===== config.mk =====
export PLATFORM = sky130hd
export DESIGN_NAME = dsf_flags
export DESIGN_NICKNAME = d
export VERILOG_FILES = /design/src/design/dsf_pkg.sv /design/src/design/dsf_flags.sv
export SDC_FILE = /design/constraint.sdc
export NUM_CORES = 1
export LEC_CHECK = 0
export ABC_AREA = 1
export BUFFER_PORTS_ARGS = -buffer_cell sky130_fd_sc_hd__buf_2
export CAP_MARGIN = 20
export CORE_MARGIN = 1.5
export CORE_UTILIZATION = 50
export CTS_BUF_LIST = sky130_fd_sc_hd__clkbuf_4 sky130_fd_sc_hd__clkbuf_8
export CTS_CLUSTER_DIAMETER = 50
export DETAILED_ROUTE_END_ITERATION = 8
export PLACE_DENSITY_LB_ADDON = 0.08
export SYNTH_ARGS = -nofsm -noshare
export SYNTH_HDL_FRONTEND = slang
export SYNTH_SLANG_ARGS = --single-unit

===== constraint.sdc =====
create_clock -name ref_clk -period 6.76 [get_ports ref_clk]
set_input_delay 1.352 -clock ref_clk [delete_from_list [all_inputs] [get_ports ref_clk]]
set_output_delay 1.352 -clock ref_clk [all_outputs]
set_load 0.03 [all_outputs]

===== src/design/dsf_pkg.sv =====
/*
  package for the status flag and mode logic: widths, field positions,
  register offsets, reset values, enumerations and carrier structs.
  assumes a single core clock and a synchronous active-high reset.
*/
`default_nettype none
package dsf_pkg;
  // datapath widths: n, g, long accumulator 2n+g, product 2n
  localparam int N_W = 16;
  localparam int G_W = 8;
  localparam int L_W = 2 * N_W + G_W;
  localparam int P_W = 2 * N_W;
  localparam int U_W = L_W - N_W;

  // status/mode register fields
  localparam int FL_C = 0;
  localparam int FL_E = 1;
  localparam int FL_V = 2;
  localparam int FL_N = 3;
  localparam int FL_Z = 4;
  localparam int FL_Y = 5;
  localparam int FL_X = 6;
  localparam int FL_L = 7;
  localparam int MD_R = 8;
  localparam int MD_I = 9;
  localparam int MD_S = 10;

  // apb byte offsets
  localparam logic [7:0] OFF_SMR  = 8'h00;
  localparam logic [7:0] OFF_SVR  = 8'h04;
  localparam logic [7:0] OFF_LEND = 8'h08;
  localparam logic [7:0] OFF_ACCL = 8'h0C;
  localparam logic [7:0] OFF_ACCH = 8'h10;
  localparam logic [7:0] OFF_PROD = 8'h14;

  // reset values
  localparam logic [15:0] SMR_RST  = 16'h0000;
  localparam logic [15:0] SVR_RST  = 16'h0000;
  localparam logic [15:0] LEND_RST = 16'hFFFF;

  // saturation limits and rounding constants
  localparam logic [L_W-1:0] ACC_MAX   = 40'h7F_FFFF_FFFF;
  localparam logic [L_W-1:0] ACC_MIN   = 40'h80_0000_0000;
  localparam logic [N_W-1:0] WORD_MAX  = 16'h7FFF;
  localparam logic [N_W-1:0] WORD_MIN  = 16'h8000;
  localparam logic [N_W-1:0] HALF_LSB  = 16'h8000;
  localparam logic [U_W-1:0] UPPER_MAX = 24'h7F_FFFF;
  localparam logic [P_W-1:0] PROD_MAX  = 32'h7FFF_FFFF;

  typedef enum logic [1:0] {RM_TRUNC, RM_NORMAL, RM_CONV0, RM_CONV1} dsf_round_t;
  typedef enum logic [2:0] {OP_ADD, OP_SUB, OP_LOGIC, OP_LSR, OP_LOGICAL_RIGHT_SHIFT_CARRY, OP_SHL,
                            OP_ASR} dsf_alu_op_t;
  typedef enum logic [2:0] {IC_IDLE, IC_1, IC_2, IC_3, IC_4, IC_5} dsf_icyc_t;

  typedef struct packed {
    logic             valid;
    logic             long_mode;
    dsf_alu_op_t      op;
    logic [L_W-1:0]   result;     // raw wrapped result
    logic             carry;      // carry out or borrow
    logic             ovf;        // arithmetic overflow of raw result
    logic             op_lsb;     // operand lsb before a right shift
  } dsf_alu_req_t;

  typedef struct packed {
    logic valid;
    logic modulo;
    logic wrapped;
    logic addr_msb;
  } dsf_agu_t;

  typedef struct packed {
    logic           valid;
    logic [P_W-1:0] product;
  } dsf_mul_req_t;

  typedef struct packed {
    logic [15:0]    smr;
    logic [15:0]    svr;
    logic [15:0]    lend;
    dsf_icyc_t      icyc;
    logic [L_W-1:0] acc;
    logic [P_W-1:0] prod;
    logic           loop_hit;
    logic           pready;
    logic           pslverr;
    logic [31:0]    prdata;
  } dsf_state_t;
endpackage
`default_nettype wire


===== src/design/dsf_flags.sv =====
/*
  status flag and mode logic: holds the status/mode and saved mode
  registers, forms flags from alu, address alu and multiplier events,
  rounds and saturates results, gates loop end detection and tracks the
  interrupt cycle. assumes all core inputs come from logic on ref_clk.
*/
// The APB register port and the address map were decided locally.
// Contract
// - low byte holds L X Y Z N V E C from bit 7; modes above to 15
// - loop flag set suppresses loop end detection
// - taking an interrupt sets the loop flag before the mode copy
// - a mode register load writes the loop flag directly
// - jumps, calls, returns and loop start clear loop flag; table jump not
// - modulo update sets X flag when wrap applied, else clears
// - linear or bit reversed update copies address msb into X flag
// - Y flag follows the same rules from address alu Y
// - zero flag set when result all clear over the active width
// - negative flag takes top bit of the active width; the code clears it for OP_LSR and OP_ASR instead
// - overflow flag set on arithmetic overflow, else cleared
// - long mode extension flag clear when top guard bits all equal
// - single word mode always clears extension flag
// - carry flag set on add carry or subtract borrow, else cleared
// - logical right shifts load carry with operand lsb
// - saturation mode clamps overflowing results and raises overflow
// - rounding happens before saturation
// - integer product unshifted; fractional shifted left, lsb one on clamp
// - rounding clears low half and adjusts upper half by the fixed mode
// - convergent rounding on exact half adds upper lsb or its complement
// - reset zeroes registers, loop end all ones, interrupt cycle three
// - rounding method fixed at build time by a parameter
// - fourth interrupt cycle copies status/mode into saved mode
`default_nettype none
module dsf_flags
  import dsf_pkg::*;
#(
  parameter dsf_round_t ROUND_MODE = RM_NORMAL
) (
  // clock and reset
  input  wire  logic           ref_clk,
  input  wire  logic           rst,
  // apb slave
  input  wire  logic           psel,
  input  wire  logic           penable,
  input  wire  logic           pwrite,
  input  wire  logic [7:0]     paddr,
  input  wire  logic [31:0]    pwdata,
  output logic [31:0]          prdata,
  output logic                 pready,
  output logic                 pslverr,
  // core events
  input  wire  dsf_alu_req_t   alu_req,
  input  wire  dsf_mul_req_t   mul_req,
  input  wire  dsf_agu_t       agu_x,
  input  wire  dsf_agu_t       agu_y,
  input  wire  logic           mr_load,
  input  wire  logic [15:0]    mr_load_data,
  input  wire  logic           flow_clear,
  input  wire  logic           table_jump,
  input  wire  logic           int_take,
  // loop end check
  input  wire  logic           loop_check,
  input  wire  logic [15:0]    fetch_addr,
  input  wire  logic           loop_count_nz,
  // state out
  output logic [15:0]          status_mode,
  output logic [15:0]          saved_mode,
  output logic [L_W-1:0]       acc_out,
  output logic [P_W-1:0]       prod_out,
  output logic                 loop_hit,
  output dsf_icyc_t            int_cycle
);

  dsf_state_t st;
  dsf_state_t next_st;

  // apb decode
  logic apb_setup;
  logic apb_access;
  logic apb_hit;
  logic smr_apb_wr;
  logic mr_wr;
  assign apb_setup  = psel & ~penable & ~st.pready;
  assign apb_access = psel & penable & st.pready;
  assign apb_hit    = (paddr == OFF_SMR) | (paddr == OFF_SVR) | (paddr == OFF_LEND)
                    | (paddr == OFF_ACCL) | (paddr == OFF_ACCH) | (paddr == OFF_PROD);
  assign smr_apb_wr = apb_access & pwrite & (paddr == OFF_SMR);
  assign mr_wr      = smr_apb_wr | mr_load;

  // rounding of long results, fixed method
  logic [U_W-1:0] upper;
  logic [N_W-1:0] lower;
  logic           exact_half;
  logic           rnd_bit;
  logic           do_round;
  logic [U_W-1:0] upper_r;
  logic           rnd_ovf;
  logic [L_W-1:0] rounded;
  assign upper      = alu_req.result[L_W-1:N_W];
  assign lower      = alu_req.result[N_W-1:0];
  assign exact_half = (lower == HALF_LSB);
  assign do_round   = st.smr[MD_R] & alu_req.long_mode;
  always_comb begin
    unique case (ROUND_MODE)
      RM_TRUNC:  rnd_bit = 1'b0;
      RM_NORMAL: rnd_bit = lower[N_W-1];
      RM_CONV0:  rnd_bit = exact_half ? upper[0] : lower[N_W-1];
      RM_CONV1:  rnd_bit = exact_half ? ~upper[0] : lower[N_W-1];
    endcase
  end
  assign upper_r = upper + {{(U_W-1){1'b0}}, rnd_bit};
  assign rnd_ovf = do_round & rnd_bit & (upper == UPPER_MAX);
  assign rounded = do_round ? {upper_r, {N_W{1'b0}}} : alu_req.result;

  // saturation after rounding
  logic           alu_ovf;
  logic           alu_sat;
  logic [L_W-1:0] alu_fin;
  logic [N_W-1:0] word_fin;
  assign alu_ovf = alu_req.ovf | (alu_req.long_mode & rnd_ovf);
  assign alu_sat = st.smr[MD_S] & alu_ovf;
  assign word_fin = alu_sat ? (alu_req.result[N_W-1] ? WORD_MAX : WORD_MIN)
                            : alu_req.result[N_W-1:0];
  assign alu_fin = !alu_req.long_mode ? {{U_W{1'b0}}, word_fin}
                 : alu_sat ? (rounded[L_W-1] ? ACC_MAX : ACC_MIN)
                 : rounded;

  // multiplier alignment
  logic           mul_ovf;
  logic [P_W-1:0] prod_fin;
  assign mul_ovf  = ~st.smr[MD_I] & (mul_req.product[P_W-1] != mul_req.product[P_W-2]);
  assign prod_fin = st.smr[MD_I] ? mul_req.product
                  : (st.smr[MD_S] & mul_ovf) ? PROD_MAX
                  : {mul_req.product[P_W-2:0], 1'b0};

  // flag values from the final alu result
  logic z_val;
  logic n_val;
  logic e_val;
  assign z_val = alu_req.long_mode ? (alu_fin == '0)
                                   : (alu_fin[N_W-1:0] == '0);
  assign n_val = alu_req.long_mode ? alu_fin[L_W-1] : alu_fin[N_W-1];
  assign e_val = alu_req.long_mode &
                 ~((&alu_fin[L_W-1:2*N_W-1]) | ~(|alu_fin[L_W-1:2*N_W-1]));

  // next state
  always_comb begin
    next_st = st;
    // address alu flags
    if (agu_x.valid) begin
      next_st.smr[FL_X] = agu_x.modulo ? agu_x.wrapped : agu_x.addr_msb;
    end
    if (agu_y.valid) begin
      next_st.smr[FL_Y] = agu_y.modulo ? agu_y.wrapped : agu_y.addr_msb;
    end
    // alu flags; untouched flags hold
    if (alu_req.valid) begin
      next_st.acc       = alu_fin;
      next_st.smr[FL_Z] = z_val;
      next_st.smr[FL_E] = e_val;
      unique case (alu_req.op)
        OP_ADD, OP_SUB, OP_SHL: begin
          next_st.smr[FL_N] = n_val;
          next_st.smr[FL_V] = alu_ovf;
          next_st.smr[FL_C] = alu_req.carry;
        end
        OP_LOGIC: begin
          next_st.smr[FL_N] = n_val;
          next_st.smr[FL_V] = 1'b0;
          next_st.smr[FL_C] = 1'b0;
        end
        OP_LSR, OP_ASR: begin
          next_st.smr[FL_N] = 1'b0;
          next_st.smr[FL_V] = 1'b0;
          next_st.smr[FL_C] = alu_req.op_lsb;
        end
        OP_LOGICAL_RIGHT_SHIFT_CARRY: begin
          next_st.smr[FL_N] = n_val;
          next_st.smr[FL_V] = 1'b0;
          next_st.smr[FL_C] = alu_req.op_lsb;
        end
      endcase
    end
    // multiplier
    if (mul_req.valid) begin
      next_st.prod = prod_fin;
      if (st.smr[MD_S] & mul_ovf) begin
        next_st.smr[FL_V] = 1'b1;
      end
    end
    // change of flow clears loop flag, table jump leaves it
    if (flow_clear) begin
      next_st.smr[FL_L] = 1'b0;
    end
    // register loads take every bit directly
    if (smr_apb_wr) begin
      next_st.smr = pwdata[15:0];
    end else if (mr_load) begin
      next_st.smr = mr_load_data;
    end
    if (apb_access & pwrite & (paddr == OFF_SVR)) begin
      next_st.svr = pwdata[15:0];
    end
    if (apb_access & pwrite & (paddr == OFF_LEND)) begin
      next_st.lend = pwdata[15:0];
    end
    // interrupt cycles
    unique case (st.icyc)
      IC_IDLE: if (int_take) begin
        next_st.icyc = IC_1;
      end
      IC_1: next_st.icyc = IC_2;
      IC_2: begin
        next_st.icyc      = IC_3;
        next_st.smr[FL_L] = 1'b1;
      end
      IC_3: next_st.icyc = IC_4;
      IC_4: begin
        next_st.icyc = IC_5;
        next_st.svr  = st.smr;
      end
      IC_5: next_st.icyc = IC_IDLE;
    endcase
    // loop end detection gated by the loop flag
    next_st.loop_hit = loop_check & (fetch_addr == st.lend) & loop_count_nz
                     & ~st.smr[FL_L];
    // apb answer: ready in the access cycle after each setup
    next_st.pready = apb_setup;
    if (apb_setup) begin
      next_st.pslverr = ~apb_hit;
      unique case (paddr)
        OFF_SMR:  next_st.prdata = {16'h0000, st.smr};
        OFF_SVR:  next_st.prdata = {16'h0000, st.svr};
        OFF_LEND: next_st.prdata = {16'h0000, st.lend};
        OFF_ACCL: next_st.prdata = st.acc[31:0];
        OFF_ACCH: next_st.prdata = {24'h000000, st.acc[L_W-1:32]};
        OFF_PROD: next_st.prdata = st.prod;
        default:  next_st.prdata = 32'h0000_0000;
      endcase
    end else begin
      next_st.pslverr = 1'b0;
    end
  end

  // state register with synchronous reset
  always_ff @(posedge ref_clk) begin
    if (rst) begin
      st.smr      <= SMR_RST;
      st.svr      <= SVR_RST;
      st.lend     <= LEND_RST;
      st.icyc     <= IC_3;
      st.acc      <= '0;
      st.prod     <= '0;
      st.loop_hit <= 1'b0;
      st.pready   <= 1'b0;
      st.pslverr  <= 1'b0;
      st.prdata   <= 32'h0000_0000;
    end else begin
      st <= next_st;
    end
  end

  // outputs straight from the state register
  assign prdata      = st.prdata;
  assign pready      = st.pready;
  assign pslverr     = st.pslverr;
  assign status_mode = st.smr;
  assign saved_mode  = st.svr;
  assign acc_out     = st.acc;
  assign prod_out    = st.prod;
  assign loop_hit    = st.loop_hit;
  assign int_cycle   = st.icyc;
endmodule
`default_nettype wire


==> reports/results.ini, run 1 <==
[status]
outcome=complete, no violations

[placed_design]
gp_congestion=0.9004
post-dp-hpwl_um=23550
io_buffers=296
placed_area_um2=10060

[cts]
postCtsSetupRepairBufs=0
cts_root_buf=clkbuf_8
htree_levels=4
cts_max_path_buffers=2
numCtsBuffers=17
cts_hold_buf=0
cts_tree=built
cts_sinks=158
worstSkewPairLatency_ps=470
cts.repair.resized=0
path_clk_slew_ps=100

[critical_path]
cp_max_fo=54
r2r_slack_ps=3450
critPathRequiredTime_ps=7100
cpMaxStageDelayCell=nor2_2
reg2reg_from=status_mode[8]
cpPeakStageDelay_ps=750
endpoint_kind=register
reg2reg_depth=16
cpMostUsedCell=nand2_1
cp.arrival_ps=4270
crit_chain=buf_2, nand2_4, nor2_1, nand2_1, nor2_1, nand2_1, nand2_2, nand2_4, nor2_4, nor2_2, nand2_1, nor3_1, nand3b_1, nand3_1, nand2_1, nand2_1, a21oi_1
start_kind=input pin
worst_r2r_endpoint=status_mode[1]
worstSetupPathType=in -> reg

[routing]
wl_um=31860
drc_errors=0
wire_per_inst_um=17.93
viasPerCell=5.609
first_iter_violations=828
routed-via-count=9968
ant_nets=0
first_pass_iters=5

[synth]
ys.flop_type=dfxtp_1
ys_types=44
synth_commonest_cells=nand2_1 (375), dfxtp_1 (158), buf_4 (140)
yosys_warnings=0
async_flop_share_pct=0
ys_ff_latch=158
yosysMostFrequentCell=nand2_1
yosys.area.top_type_share_pct=33.15
synth_top_area_cell=dfxtp_1
syn_avg_cell_area_um2=6.720
syn_inst=1420
netlist_area_um2=9543
synth_nets=1594
synth-seq-area-share_pct=33.15
ys_top_cells_by_area=dfxtp_1 (33%), nand2_1 (15%), buf_4 (11%)
synth-edff-count=0

[worst_hold_path]
hold_path_end=st[112]
hp-class=reg -> reg
min_path_cells=2
min_from=st[112]

[floorplan]
ios=314
rows=50
die_h_um=141.2
die_area_um2=19920
dieWidth_um=141.2
start_util_pct=51.02
core_area_um2=18710

[power_and_ir_drop]
p_per_area_nw_per_um2=207.6
p_leak_nw=5.114
ir_worst_vdd_v=0.0001502

[cells_and_area]
diodes=0
layout.nets=1704
area_growth_pct=9.336
drive_gt1_share_pct=23.85
fin_area_um2=10430

[timing]
setup_viol=0
min_period_over_period_pct=58.08
max-slew-margin-rel_pct=34.58
tns_ps=0
fmax_mhz=254.7
slew_violations=0
fin_crit_ps=3926
hold_viol=0
worst_slew_pin_slew_ps=980.2
rsz0062_at_grt=false
fin_skew_ps=16.31

[global_route]
grt_max_degree=81
track_usage_pct=31.34
antenna_found_initial=0
grt_pass1_vias=8929
grt_pass1_wl_um=48410
overflow=0

[job]
drv_cap=0

-- final cells by class --
cell class / count / area [um^2]
Fill cell: 1945 / 8272
Multi-Input combinational cell: 947 / 4666
Sequential cell: 158 / 3163
Timing Repair Buffer: 307 / 1564
Inverter: 99 / 371.6
Tap cell: 234 / 292.8
Clock buffer: 18 / 241.5
Clock inverter: 14 / 135.1
-- critical path, delay by kind of cell --
family / cells / cell delay [ps]
compound gates: 1 / 80
buf+inv: 1 / 200
simple gates: 15 / 2640
-- cells by family after synthesis --
family,after synthesis,share of synthesized area (%)
buf+inv,315,18.07
fa+ha+maj,2,0.2622
compound gates,349,21.58
mux,2,0.2098
simple gates,581,25.54
flops,158,33.15
xor+xnor,13,1.193
-- metal layers --
metal | up-vias | wire length (um) | global-route usage (%)
li1 | 4851 | - | -
met1 | 4575 | 12880 | 39.15
met2 | 472 | 15130 | 52.32
met3 | 70 | 2652 | 6.556
met4 | 0 | 1199 | 13.38
met5 | - | 0 | 0
-- per-stage QoR --
| step | setup slack, ps | power, mW | utilization (%) | hold WS [ps] | instances |
|---|---|---|---|---|---|
| after floorplan | 3559 | 1.374 | - | 428.9 | 1420 |
| after global placement | 2453 | 1.486 | 53.77 | 438.6 | 1745 |
| after detailed placement | 2405 | 1.489 | 53.77 | 443.5 | 1745 |
| after CTS | 2925 | 2.172 | 55.78 | 465.4 | 1777 |
| after global routing | 2512 | 2.257 | 55.78 | 486.9 | 1777 |
| final | 2834 | 2.166 | 55.78 | 465.3 | 1777 |
-- cells in the final DEF, fill, tap and decap left out, types with 2 or more instances in the layout --
| cell type | instances |
|---|---|
| a22oi_1 | 4 |
| nor2_1 | 73 |
| xnor2_1 | 7 |
| dfxtp_1 | 158 |
| inv_1 | 94 |
| nand2_2 | 4 |
| a31oi_1 | 46 |
| nand2_1 | 375 |
| ha_1 | 2 |
| a221oi_1 | 7 |
| nor3_2 | 4 |
| nor3_1 | 6 |
| a21oi_1 | 96 |
| mux2i_1 | 2 |
| o2111ai_1 | 2 |
| nand3b_1 | 4 |
| clkinv_4 | 2 |
| nand3_1 | 82 |
| xor2_1 | 6 |
| nand4_1 | 10 |
| o211ai_1 | 26 |
| or2_2 | 6 |
| nor2_4 | 2 |
| a41oi_1 | 5 |
| clkbuf_8 | 17 |
| nand2_4 | 2 |
| nor4_1 | 3 |
| o22ai_1 | 5 |
| clkinv_1 | 4 |
| inv_6 | 6 |
| a211oi_1 | 2 |
| clkinvlp_4 | 4 |
| a22o_1 | 6 |
| a32o_1 | 16 |
| o21ai_0 | 129 |
| nor2_2 | 8 |
| buf_2 | 296 |
| buf_4 | 11 |
-- report_power, final --
group          internal (mW)  switching (mW)  leakage [nW]
sequential             0.979          0.0563          1.30
combinational          0.136           0.301          3.64
clock                  0.302           0.392         0.181
-- worst max path at each step --
stage	slack [ps]	cells past startpoint	start	to
6_report	2830	17	alu_req[46]	status_mode[1]
2_1_floorplan	3560	19	alu_req[18]	status_mode[4]
4_1_cts	2920	17	alu_req[46]	status_mode[1]
3_5_place_dp	2410	17	alu_req[46]	status_mode[1]
3_3_place_gp	2450	17	alu_req[46]	status_mode[1]
5_1_grt	2510	17	alu_req[46]	status_mode[1]
-- state kept, by name, indices dropped and copies added, names as in the netlist, 3 cells and up --
name / cells
acc_out: 40
st: 16
int_cycle: 3
prdata: 32
prod_out: 32
status_mode: 16
saved_mode: 16
Note: power is estimated with default switching activity, not from simulation.
==> run 2, diff against run 1 <==
==> constraint.sdc (replaced) <==
create_clock -name ref_clk -period 3.9 [get_ports ref_clk]
set_input_delay 0.78 -clock ref_clk [delete_from_list [all_inputs] [get_ports ref_clk]]
set_output_delay 0.78 -clock ref_clk [all_outputs]
set_load 0.03 [all_outputs]
==> reports/results.ini, run 2 (same netlist as run 1, synthesis figures left out) <==
[status]
outcome=complete, no violations

[critical_path]
endpoint_kind=register
cp_max_fo=30  ; -44%
critPathBufInv=1  ; unchanged
r2r_slack_ps=850  ; -2600 ps
crit_chain=buf_2, nand2_4, nor2_1, nand2_1, nor2_1, nand2_1, nand2_2, nand2_4, nor2_4, nor2_2, nand2_1, nor3_1, nand3b_1, nand3_1, nand2_1, nand2_1, a21oi_1
cp_top_family=simple AND/OR/NAND/NOR gates
worstSetupPathType=in -> reg
cp.arrival_ps=3510  ; -760 ps
cpPeakStageDelay_ps=740  ; about the same
start_kind=input pin
critPathRequiredTime_ps=4230  ; -2870 ps
cpMaxStageDelayCell=nor2_2
cpMostUsedCell=nand2_1

[global_route]
track_usage_pct=31.33  ; about the same
overflow=0  ; unchanged
grt_pass1_vias=8726  ; -2.3%
grt_pass1_wl_um=48030  ; -0.78%
grt_max_degree=113  ; +40%
antenna_found_initial=0  ; unchanged

[cells_and_area]
area_growth_pct=10.36
final_common_cell=nand2_1
drive_gt1_share_pct=24.24  ; +0.39 points
layout.nets=1712  ; +0.47%
stdcell_count=1785  ; +0.45%
nFillCells=1888  ; -2.9%
diodes=0  ; unchanged
fin_area_um2=10530  ; +0.94%
post-route-util_pct=56.30  ; +0.52 points
final_cell_mix=nand2_1 (375), buf_2 (296), dfxtp_1 (158), o21ai_0 (129), a21oi_1 (96)
largest_register_ffs=40  ; unchanged

[placed_design]
io_buffers=296  ; unchanged
gp_congestion=0.9232  ; +2.5%
dp_slack_ps=308.1  ; -2097 ps
dp_cells=1753  ; +0.46%
placed_area_um2=10120  ; +0.60%
post-dp-hpwl_um=23980  ; +1.8%

[power_and_ir_drop]
p_per_area_nw_per_um2=365.7  ; +76%
p_leak_nw=5.172  ; +1.1%
power.total_mw=3.852  ; +78%
ir_worst_vdd_v=0.0003006  ; +100%

[timing]
hold_slack_ps=465.8  ; +0.5320 ps
fin_crit_ps=3181
rsz0062_at_grt=false
fin_skew_ps=17.43  ; +1.124 ps
hold_viol=0  ; unchanged
fmax_mhz=314.4
worst_slew_pin_slew_ps=1052  ; +71.49 ps
max-slew-margin-rel_pct=29.89  ; -4.7 points
slew_violations=0  ; unchanged
min_period_over_period_pct=81.56
tns_ps=0  ; unchanged
setup_viol=0  ; unchanged
setup_slack_ps=719.1  ; -2114 ps

[routing]
first_iter_violations=818  ; -1.2%
first_pass_iters=5  ; unchanged
wire_per_inst_um=18.02  ; +0.51%
wl_um=32170  ; +0.96%
drc_errors=0  ; unchanged
routed-via-count=9905  ; -0.63%
viasPerCell=5.549  ; -1.1%
ant_nets=0  ; unchanged

[cts]
cts_hold_buf=0  ; unchanged
worstSkewPairLatency_ps=470  ; about the same
postCtsSetupRepairBufs=0  ; unchanged
cts_max_path_buffers=2  ; unchanged
cts_tree=built
cts_root_buf=clkbuf_8
htree_levels=4  ; unchanged
cts.repair.resized=0  ; unchanged
numCtsBuffers=17  ; unchanged
cts_sinks=158  ; unchanged
path_clk_slew_ps=90  ; about the same

[floorplan]
die_h_um=141.2  ; unchanged
core_area_um2=18710  ; unchanged
dieWidth_um=141.2  ; unchanged
die_area_um2=19920  ; unchanged
start_util_pct=51.02  ; unchanged
rows=50  ; unchanged
ios=314  ; unchanged

[worst_hold_path]
hp-class=reg -> reg

[job]
drv_cap=0  ; unchanged

-- run 2: cell types whose count changed in the layout (fill, tap and decap cells not counted), sizes merged --
cell	before	now
buf	307	315
clkinvlp	4	3
bufinv	1	2
clkbuf	18	19
inv	101	100
-- run 2: report_power, final --
group | internal [mW] | switching, mW
combinational | 0.239 | 0.529
clock | 0.616 | 0.677
sequential | 1.70 | 0.0946
-- run 2: final cells by class --
| class | count | area (um^2) | area share [%] |
|---|---|---|---|
| Clock buffer | 19 | 261.5 | 2.483 |
| Clock inverter | 13 | 152.6 | 1.449 |
| Inverter | 99 | 371.6 | 3.529 |
| Multi-Input combinational cell | 947 | 4666 | 44.30 |
| Sequential cell | 158 | 3163 | 30.03 |
| Tap cell | 234 | 292.8 | 2.780 |
| Timing Repair Buffer | 315 | 1624 | 15.42 |
-- run 2: final timing paths --
path / startpoint / endpoint / cells after the start
hold / removal: prdata[17] / prdata[17] / 2
setup / recovery: alu_req[46] / status_mode[1] / 17
hold reg to reg: prdata[17] / prdata[17] / 2
setup reg to reg: status_mode[8] / status_mode[1] / 16
-- run 2: tightest hold or removal path, delay by kind of cell (launching register included) --
kind,cells,cell delay [ps]
and+or+nand+nor,1,60
AOI/OAI and AO/OA,1,50
DFF,1,320
-- run 2: metal layers --
metal | global-route usage [%] | vias up | part of all wire (%)
met5 | 0 | - | 0
met4 | 13.21 | 0 | 3.9
met3 | 6.318 | 67 | 8.5
met2 | 51.21 | 456 | 47
met1 | 40.23 | 4525 | 41
li1 | - | 4857 | -
